### src/logic/cpsm_consts.svh
/*
  Offsets, bit positions and reset values of the clock and power status monitor.
  Assumes the includer only reads these macros; nothing here creates logic.
*/
`ifndef CPSM_CONSTS_SVH
`define CPSM_CONSTS_SVH

// Register offsets on the device control port
`define CPSM_OFS_PUMP_DIV 8'h67
`define CPSM_OFS_OSR_DIV 8'h68
`define CPSM_OFS_PLL 8'h69
`define CPSM_OFS_PWR 8'h6a

// Field positions
`define CPSM_DIV_MSB 6
`define CPSM_DIV_RSV_BIT 7
`define CPSM_PLL_RSV_HI_MSB 7
`define CPSM_PLL_RSV_HI_LSB 5
`define CPSM_PLL_ON_BIT 4
`define CPSM_PLL_RSV_LO_BIT 3
`define CPSM_PLL_SRC_MSB 2

// Reset values
`define CPSM_RST_RSV_BIT 1'h0
`define CPSM_RST_RSV_HI 3'h0
`define CPSM_RST_DIV 7'h00
`define CPSM_RST_SRC 3'h0
`define CPSM_RST_PWR 8'h00
`define CPSM_RST_SYNC 3'h0
`define CPSM_RST_BYTE 8'h00

// Value returned for an unmapped offset
`define CPSM_RD_UNMAPPED 8'h00

`endif

### src/logic/cpsm_pkg.sv
/*
  Types shared by the clock and power status monitor files.
  Assumes no other package; every user writes cpsm_pkg::name.
*/
`default_nettype none

package cpsm_pkg;

  // Clock settings, either derived automatically or programmed by software
  typedef struct packed {
    logic [6:0] pump_divider_in_use;      // Code n means divide by n+1
    logic [6:0] oversample_divider_in_use; // Code n means divide by n+1
    logic [2:0] pll_source_in_use;        // 0 pin clock, 1 bit clock, 2 internal clock, 3 gpio
  } cpsm_clk_cfg_t;

  // Power status of analog sub-blocks, 1 means active, MSB first as read
  typedef struct packed {
    logic pump_power_status;
    logic reference_power_status;
    logic line_driver_power_status;
    logic line_bias_power_status;
    logic line_feedback_power_status;
    logic left_stage_power_status;
    logic right_stage_power_status;
    logic converter_power_status;
  } cpsm_pwr_t;

  // Register access request from the control port engine
  typedef struct packed {
    logic [7:0] addr; // Register offset
    logic wr;         // Write strobe, one cycle
    logic rd;         // Read strobe, one cycle
    logic [7:0] wdata; // Write data
  } cpsm_req_t;

endpackage : cpsm_pkg

`default_nettype wire

### src/logic/cpsm_monitor.sv
/*
  Clock and power status monitor registers at offsets 0x67 to 0x6a.
  Holds the register port, the auto or programmed selection of the clock
  settings in use, and synchronised power status of analog sub-blocks.
  Assumes a control port engine on clk issues one-cycle read and write
  strobes, and that clock settings and the PLL enable come from logic on clk.
  Power status levels come from analog circuits and are synchronised here.
*/
`include "cpsm_consts.svh"
`default_nettype none

module cpsm_monitor (
  input wire logic clk,
  input wire logic rst_b,
  input wire logic clk_en,
  input wire cpsm_pkg::cpsm_req_t reg_req,
  output logic [7:0] reg_rdata,
  output logic reg_rvalid,
  input wire logic auto_clock_en,
  input wire cpsm_pkg::cpsm_clk_cfg_t auto_cfg,
  input wire cpsm_pkg::cpsm_clk_cfg_t manual_cfg,
  input wire logic pll_enable,
  input wire cpsm_pkg::cpsm_pwr_t pwr_async,
  output cpsm_pkg::cpsm_clk_cfg_t cfg_in_use,
  output logic pll_on_status
);

  ////////////////////////////////////////////////////////////////////////////
  // Declarations
  ////////////////////////////////////////////////////////////////////////////

  cpsm_pkg::cpsm_clk_cfg_t cfg_in_use_ff; // Settings actually applied
  cpsm_pkg::cpsm_pwr_t pwr_live_ff; // Synchronised power status
  logic pll_on_ff; // PLL enable as applied
  logic rsv_pump_ff; // Reserved read/write bit 7 at 0x67
  logic rsv_osr_ff; // Reserved read/write bit 7 at 0x68
  logic [2:0] rsv_pll_hi_ff; // Reserved read/write bits 7-5 at 0x69
  logic rsv_pll_lo_ff; // Reserved read/write bit 3 at 0x69
  logic [7:0] rdata_ff; // Read data held for the port
  logic rvalid_ff; // Read answer strobe
  logic [7:0] nxt_rdata; // Byte selected by the read offset
  logic rd_go; // Read accepted this cycle
  logic wr_go; // Write accepted this cycle

  ////////////////////////////////////////////////////////////////////////////
  // Clock settings in use
  ////////////////////////////////////////////////////////////////////////////

  // Pump divider: auto value while auto set is on
  cpsm_src_select #(
    .WIDTH(7),
    .RST_VAL(`CPSM_RST_DIV)
  ) u_pump_sel (
    .clk(clk),
    .rst_b(rst_b),
    .clk_en(clk_en),
    .auto_en(auto_clock_en),
    .auto_val(auto_cfg.pump_divider_in_use),
    .manual_val(manual_cfg.pump_divider_in_use),
    .in_use_ff(cfg_in_use_ff.pump_divider_in_use)
  );

  // Oversample divider: auto value while auto set is on
  cpsm_src_select #(
    .WIDTH(7),
    .RST_VAL(`CPSM_RST_DIV)
  ) u_osr_sel (
    .clk(clk),
    .rst_b(rst_b),
    .clk_en(clk_en),
    .auto_en(auto_clock_en),
    .auto_val(auto_cfg.oversample_divider_in_use),
    .manual_val(manual_cfg.oversample_divider_in_use),
    .in_use_ff(cfg_in_use_ff.oversample_divider_in_use)
  );

  // PLL reference: auto choice while auto set is on
  cpsm_src_select #(
    .WIDTH(3),
    .RST_VAL(`CPSM_RST_SRC)
  ) u_src_sel (
    .clk(clk),
    .rst_b(rst_b),
    .clk_en(clk_en),
    .auto_en(auto_clock_en),
    .auto_val(auto_cfg.pll_source_in_use),
    .manual_val(manual_cfg.pll_source_in_use),
    .in_use_ff(cfg_in_use_ff.pll_source_in_use)
  );

  // Track the PLL enable as applied
  always_ff @(posedge clk or negedge rst_b) begin
    if (!rst_b) begin
      pll_on_ff <= 1'b0;
    end else if (clk_en) begin
      pll_on_ff <= pll_enable;
    end
  end

  ////////////////////////////////////////////////////////////////////////////
  // Power status synchroniser
  ////////////////////////////////////////////////////////////////////////////

  // Analog status levels cross into clk here
  cpsm_pin_sync #(
    .WIDTH(8)
  ) u_pwr_sync (
    .clk(clk),
    .rst_b(rst_b),
    .clk_en(clk_en),
    .async_in(pwr_async),
    .level_ff(pwr_live_ff)
  );

  ////////////////////////////////////////////////////////////////////////////
  // Register port
  ////////////////////////////////////////////////////////////////////////////

  // Strobes only count while the clock enable is high
  assign rd_go = clk_en && reg_req.rd;
  assign wr_go = clk_en && reg_req.wr;

  // Reserved read/write bits store writes; monitor fields take none
  always_ff @(posedge clk or negedge rst_b) begin
    if (!rst_b) begin
      rsv_pump_ff <= `CPSM_RST_RSV_BIT;
      rsv_osr_ff <= `CPSM_RST_RSV_BIT;
      rsv_pll_hi_ff <= `CPSM_RST_RSV_HI;
      rsv_pll_lo_ff <= `CPSM_RST_RSV_BIT;
    end else if (wr_go) begin
      case (reg_req.addr)
        `CPSM_OFS_PUMP_DIV: begin
          rsv_pump_ff <= reg_req.wdata[`CPSM_DIV_RSV_BIT];
        end
        `CPSM_OFS_OSR_DIV: begin
          rsv_osr_ff <= reg_req.wdata[`CPSM_DIV_RSV_BIT];
        end
        `CPSM_OFS_PLL: begin
          rsv_pll_hi_ff <= reg_req.wdata[`CPSM_PLL_RSV_HI_MSB:`CPSM_PLL_RSV_HI_LSB];
          rsv_pll_lo_ff <= reg_req.wdata[`CPSM_PLL_RSV_LO_BIT];
        end
        default: begin
          // Power monitor and unmapped offsets ignore writes
        end
      endcase
    end
  end

  // Select the read byte from live state
  always_comb begin
    nxt_rdata = `CPSM_RD_UNMAPPED;
    case (reg_req.addr)
      `CPSM_OFS_PUMP_DIV: begin
        nxt_rdata = {rsv_pump_ff, cfg_in_use_ff.pump_divider_in_use};
      end
      `CPSM_OFS_OSR_DIV: begin
        nxt_rdata = {rsv_osr_ff, cfg_in_use_ff.oversample_divider_in_use};
      end
      `CPSM_OFS_PLL: begin
        nxt_rdata = {rsv_pll_hi_ff, pll_on_ff, rsv_pll_lo_ff,
                     cfg_in_use_ff.pll_source_in_use};
      end
      `CPSM_OFS_PWR: begin
        // Bits 7..0 map pump, reference, driver, bias, feedback, left,
        // right, converter
        nxt_rdata = pwr_live_ff;
      end
      default: begin
        nxt_rdata = `CPSM_RD_UNMAPPED;
      end
    endcase
  end

  // Capture the byte at the read, so it is the status of that moment
  always_ff @(posedge clk or negedge rst_b) begin
    if (!rst_b) begin
      rdata_ff <= `CPSM_RST_BYTE;
    end else if (rd_go) begin
      rdata_ff <= nxt_rdata;
    end
  end

  // Answer strobe one cycle after each accepted read
  always_ff @(posedge clk or negedge rst_b) begin
    if (!rst_b) begin
      rvalid_ff <= 1'b0;
    end else if (clk_en) begin
      rvalid_ff <= reg_req.rd;
    end
  end

  // Outputs straight from flops
  assign reg_rdata = rdata_ff;
  assign reg_rvalid = rvalid_ff;
  assign cfg_in_use = cfg_in_use_ff;
  assign pll_on_status = pll_on_ff;
endmodule // cpsm_monitor

`default_nettype wire

### src/logic/cpsm_src_select.sv
/*
  Chooses between an automatically derived value and a programmed one.
  Assumes both candidates and the select come from logic on clk.
*/
`default_nettype none

module cpsm_src_select #(
  parameter int WIDTH = 7,
  parameter logic [WIDTH-1:0] RST_VAL = '0 // Value held while in reset
) (
  input wire logic clk,
  input wire logic rst_b,
  input wire logic clk_en,
  input wire logic auto_en,
  input wire logic [WIDTH-1:0] auto_val,
  input wire logic [WIDTH-1:0] manual_val,
  output logic [WIDTH-1:0] in_use_ff
);

  logic [WIDTH-1:0] nxt_in_use; // Value actually applied next cycle

  // Auto setting wins while it is on, otherwise the programmed value
  always_comb begin
    nxt_in_use = auto_en ? auto_val : manual_val;
  end

  // Hold the value in use; frozen while the clock enable is low
  always_ff @(posedge clk or negedge rst_b) begin
    if (!rst_b) begin
      in_use_ff <= RST_VAL;
    end else if (clk_en) begin
      in_use_ff <= nxt_in_use;
    end
  end

endmodule // cpsm_src_select

`default_nettype wire

### src/logic/cpsm_pin_sync.sv
/*
  Three-stage synchroniser for status levels from outside the clock domain.
  Assumes each bit is a slow level; a change counts once stages two and
  three agree, so a one-cycle glitch past stage one is dropped.
*/
`include "cpsm_consts.svh"
`default_nettype none

module cpsm_pin_sync #(
  parameter int WIDTH = 8
) (
  input wire logic clk,
  input wire logic rst_b,
  input wire logic clk_en,
  input wire logic [WIDTH-1:0] async_in,
  output logic [WIDTH-1:0] level_ff
);

  genvar i;

  // One chain per status bit
  generate
    for (i = 0; i < WIDTH; i++) begin : g_bit
      logic [2:0] stage_ff; // Stage 0 is read only by stage 1

      // Shift the level through three flops
      always_ff @(posedge clk or negedge rst_b) begin
        if (!rst_b) begin
          stage_ff <= `CPSM_RST_SYNC;
        end else if (clk_en) begin
          stage_ff <= {stage_ff[1:0], async_in[i]};
        end
      end

      // Accept a new level only when stages two and three agree
      always_ff @(posedge clk or negedge rst_b) begin
        if (!rst_b) begin
          level_ff[i] <= 1'b0;
        end else if (clk_en && (stage_ff[1] == stage_ff[2])) begin
          level_ff[i] <= stage_ff[2];
        end
      end
    end
  endgenerate

endmodule // cpsm_pin_sync

`default_nettype wire

### config.mk
export PLATFORM = sky130hd
export DESIGN_NAME = cpsm_monitor
export DESIGN_NICKNAME = d
export VERILOG_FILES = /design/src/logic/cpsm_pkg.sv /design/src/logic/cpsm_monitor.sv /design/src/logic/cpsm_src_select.sv /design/src/logic/cpsm_pin_sync.sv
export VERILOG_INCLUDE_DIRS = /design/src /design/src/logic
export SDC_FILE = /design/constraint.sdc
export NUM_CORES = 1
export LEC_CHECK = 0
export ABC_AREA = 1
export BUFFER_PORTS_ARGS = -buffer_cell sky130_fd_sc_hd__buf_4
export CAP_MARGIN = 30
export CORE_MARGIN = 5
export CORE_UTILIZATION = 40
export CTS_CLUSTER_SIZE = 28
export DETAILED_ROUTE_END_ITERATION = 16
export PLACE_DENSITY = 0.69
export SLEW_MARGIN = 20
export SYNTH_ARGS = -nofsm -noshare
export SYNTH_HDL_FRONTEND = slang
export SYNTH_SLANG_ARGS = --single-unit
export TNS_END_PERCENT = 10
### constraint.sdc
create_clock -name clk -period 1 [get_ports clk]
set_input_delay 0.15 -clock clk [delete_from_list [all_inputs] [get_ports clk]]
set_output_delay 0.15 -clock clk [all_outputs]
set_load 0.01 [all_outputs]
==> summary.txt <==
Routing
  • Vias after detailed routing: 2770
  • Number of DRC violations after detailed routing: 0
  • Met2 WL post-DR: 3700 um
  • Remaining antenna violation count after routing: 0
  • Number of DRC markers after the initial detailed-route iteration: 140
  • Metal3 WL: 442 um
  • Via-per-instance ratio: 4.87
  • Sum of routed wire length over all layers: 7850 um
  • Highest routed layer: met4
  • Router iterations before antenna repair: 4
  • Wire length per cell after detailed routing: 13.8 um
  • Length of routed wiring on met1: 3550 um

Critical path
  • Worst setup EP type: primary output
  • Worst Setup Path Type: flip-flop to primary output
  • Req. time, crit path: 0.85 ns
  • Crit path max fanout: 2
  • Critical path data arrival time: 0.98 ns
  • Startpoint types: flip-flop

Clocking
  • TritonCTS clock tree: built
  • Clock-pin slew reported for the worst setup and hold paths after clock tree synthesis: 0.08 ns
  • Number of clock buffers inserted by TritonCTS: 9
  • Level count of the clock H-tree: 3
  • CTS Root Cell: sky130_fd_sc_hd__clkbuf_8
  • Clock latency reported for the late side of the worst-skew pair: 0.34 ns
  • Clock sink count: 65
  • Worst-case clock buffer depth: 2

Layout
  • Final instance area: 4290 sq um
  • Final net count: 530
  • Number of filler instances in the final layout: 667
  • Register Area: 1630 sq um
  • Total inserted antenna cells: 0
  • Share of final-layout standard cells stronger than drive strength 1: 29.6%
  • Multi-input gate area: 1220 sq um
  • P&R area growth vs syn: 42.4%
  • Commonest non-fill, non-tap cell in the layout: sky130_fd_sc_hd__nand2_1
  • Most frequent cells in the layout: sky130_fd_sc_hd__nand2_1, sky130_fd_sc_hd__buf_4, sky130_fd_sc_hd__o21ai_0

GRT
  • Global-route wire length before repair: 12900 um
  • Total routing resource utilization after global routing: 16.9%
  • Overflow after GRT: 0
  • Number of global-route vias before repair: 2625
  • Antenna violations before repair: 0
  • Largest net degree at the start of global routing: 26

STA
  • TNS Setup: -1.01 ns
  • Final critical-path share of the clock period: 113%
  • Setup repair after global routing missed its margin: yes
  • Setup WS post-layout: -0.128 ns
  • Post-route worst hold slack: 0.0151 ns
  • Max-slew violations: 0
  • Final Hold Vio Count: 0
  • Max-Slew Margin vs Limit: 78.4%
  • Shortest clock period the worst path allows after layout: 1.13 ns
  • Final setup skew: 0.00809 ns
  • Final setup violation count: 25
  • Highest clock rate: 887 MHz
  • Worst slew pin tran: 0.324 ns

Placement
  • PortBufs: 87
  • Cell area after placement: 3850 sq um
  • Final weighted congestion of routability-driven global placement: 0.819
  • Estimated wirelength of the detail-placed design: 5860 um

Yosys
  • Number of synthesis warnings: 0
  • Sequential fraction of the synthesis area: 54.1%
  • Number of storage elements in the synthesis netlist: 65
  • Post-synth top area share: 54.1%
  • Synth area leaders: sky130_fd_sc_hd__dfrtp_1, sky130_fd_sc_hd__nand2_1, sky130_fd_sc_hd__o21ai_0, sky130_fd_sc_hd__nand3_1, sky130_fd_sc_hd__nor2_1
  • Cell taking the most area after synthesis: sky130_fd_sc_hd__dfrtp_1
  • Count of mapped cells out of synthesis: 360
  • Post-Syn Nets: 425
  • Total standard cell area after synthesis: 3010 sq um
  • Mapped Avg Cell Area: 8.36 sq um
  • Number of distinct library cells after synthesis: 19

Floorplan
  • Floorplan die area: 9360 sq um
  • Die X-Extent: 96.7 um
  • Standard-cell row count: 31
  • Die Height: 96.7 um
  • Total core area: 7290 sq um
  • Starting density of the core: 41.3%
  • Total I/O pin count: 92

Pwr
  • LEAKAGE: 2.25 nW
  • Ratio of total power to cell area: 1590 nW/um^2
  • Sum of internal, switching and leakage power: 6.81 mW
  • Highest ir drop seen on vdd: 0.786 mV

Status
  • Violated checks: setup timing
  • Result of the run: finished with violations

Min path
  • Worst hold path class: input pin to flip-flop

Job
  • Maximum capacitance violations: 0
synth_stat cells (all sizes together):
cell type,count
clkbuf,5
buf,11
nand2,112
dfrtp,65
inv,21
nand3,35
o21ai,79
nor2,31
o21a,1
worst max-delay path: stages (launching register included):
cell,delay [ns]
sky130_fd_sc_hd__dfrtp_1,0.40
sky130_fd_sc_hd__buf_6,0.13
sky130_fd_sc_hd__buf_6,0.11
cell type report:
type / instances / share of cell area [%]
Inverter: 21 / 1.84
Multi-Input combinational cell: 258 / 28.5
Clock buffer: 9 / 2.89
Clock inverter: 7 / 2.74
Timing Repair Buffer: 110 / 23.2
Sequential cell: 65 / 38.0
Tap cell: 99 / 2.89
kinds of logic after synthesis:
logic type	synth area share [%]
buf+inv	5.86
simple gates	26.7
compound gates	13.4
flops	54.1
what timing repair did:
| item | 4_1_cts | 5_1_grt |
|---|---|---|
| setup endpoints to repair | 27 | 32 |
| gates resized for setup | 28 | 4 |
| pin swaps | 1 | 2 |
| buffers inserted | 3 | 1 |
| gates cloned | 0 | 0 |
| hold buffers | 5 | 0 |
| endpoints found under the hold margin | 69 | 0 |
path summary, 6_finish.rpt:
kind | startpoint | slack [ns] | end | cells past startpoint
worst max-delay path | u_osr_sel.in_use_ff[3] | -0.13 | cfg_in_use[6] | 2
worst min-delay path | pwr_async[0] | 0.02 | u_pwr_sync.g_bit[0].stage_ff[0] | 3
worst max register to register | u_osr_sel.in_use_ff[6] | 0.01 | reg_rdata[6] | 5
worst min register to register | u_pwr_sync.g_bit[7].stage_ff[1] | 0.48 | u_pwr_sync.g_bit[7].stage_ff[1] | 2
max in group asynchronous | rst_b | 0.33 | u_pwr_sync.g_bit[2].stage_ff[2] | 3
min in group asynchronous | rst_b | 0.24 | u_pwr_sync.g_bit[4].stage_ff[1] | 2
per-stage QoR:
| step | std cells | setup slack (ns) | util [%] |
|---|---|---|---|
| 6_report | 569 | -0.128 | 58.8 |
| 3_5_place_dp | 545 | -0.146 | 52.8 |
| 4_1_cts | 568 | -0.136 | 58.5 |
| 3_3_place_gp | 545 | -0.0945 | 52.8 |
| 5_1_grt | 569 | -0.160 | 58.8 |
| 2_1_floorplan | 360 | 0.0993 | - |
metal layers:
metal,global-route usage [%],vias up
met5,0,-
met4,6.80,0
met3,4.17,14
met2,26.1,90
met1,22.9,1279
li1,-,1387
power by group:
part	total [mW]	switching [mW]	internal, mW
Sequential	3.10	0.210	2.89
Clock	2.69	1.03	1.66
Combinational	1.03	0.494	0.534
registers in the layout (all words and copies together), names as in the netlist:
signal and count:
u_pwr_sync.g_bit.stage_ff 24, reg_rdata 8, pll_on_status 1, u_osr_sel.in_use_ff 7, u_pump_sel.in_use_ff 7, rsv_pll_lo_ff 1
rsv_pump_ff 1, rsv_osr_ff 1, u_pwr_sync.level_ff 8, rsv_pll_hi_ff 3, reg_rvalid 1, u_src_sel.in_use_ff 3
No activity file was read; power rests on OpenSTA's default activity.
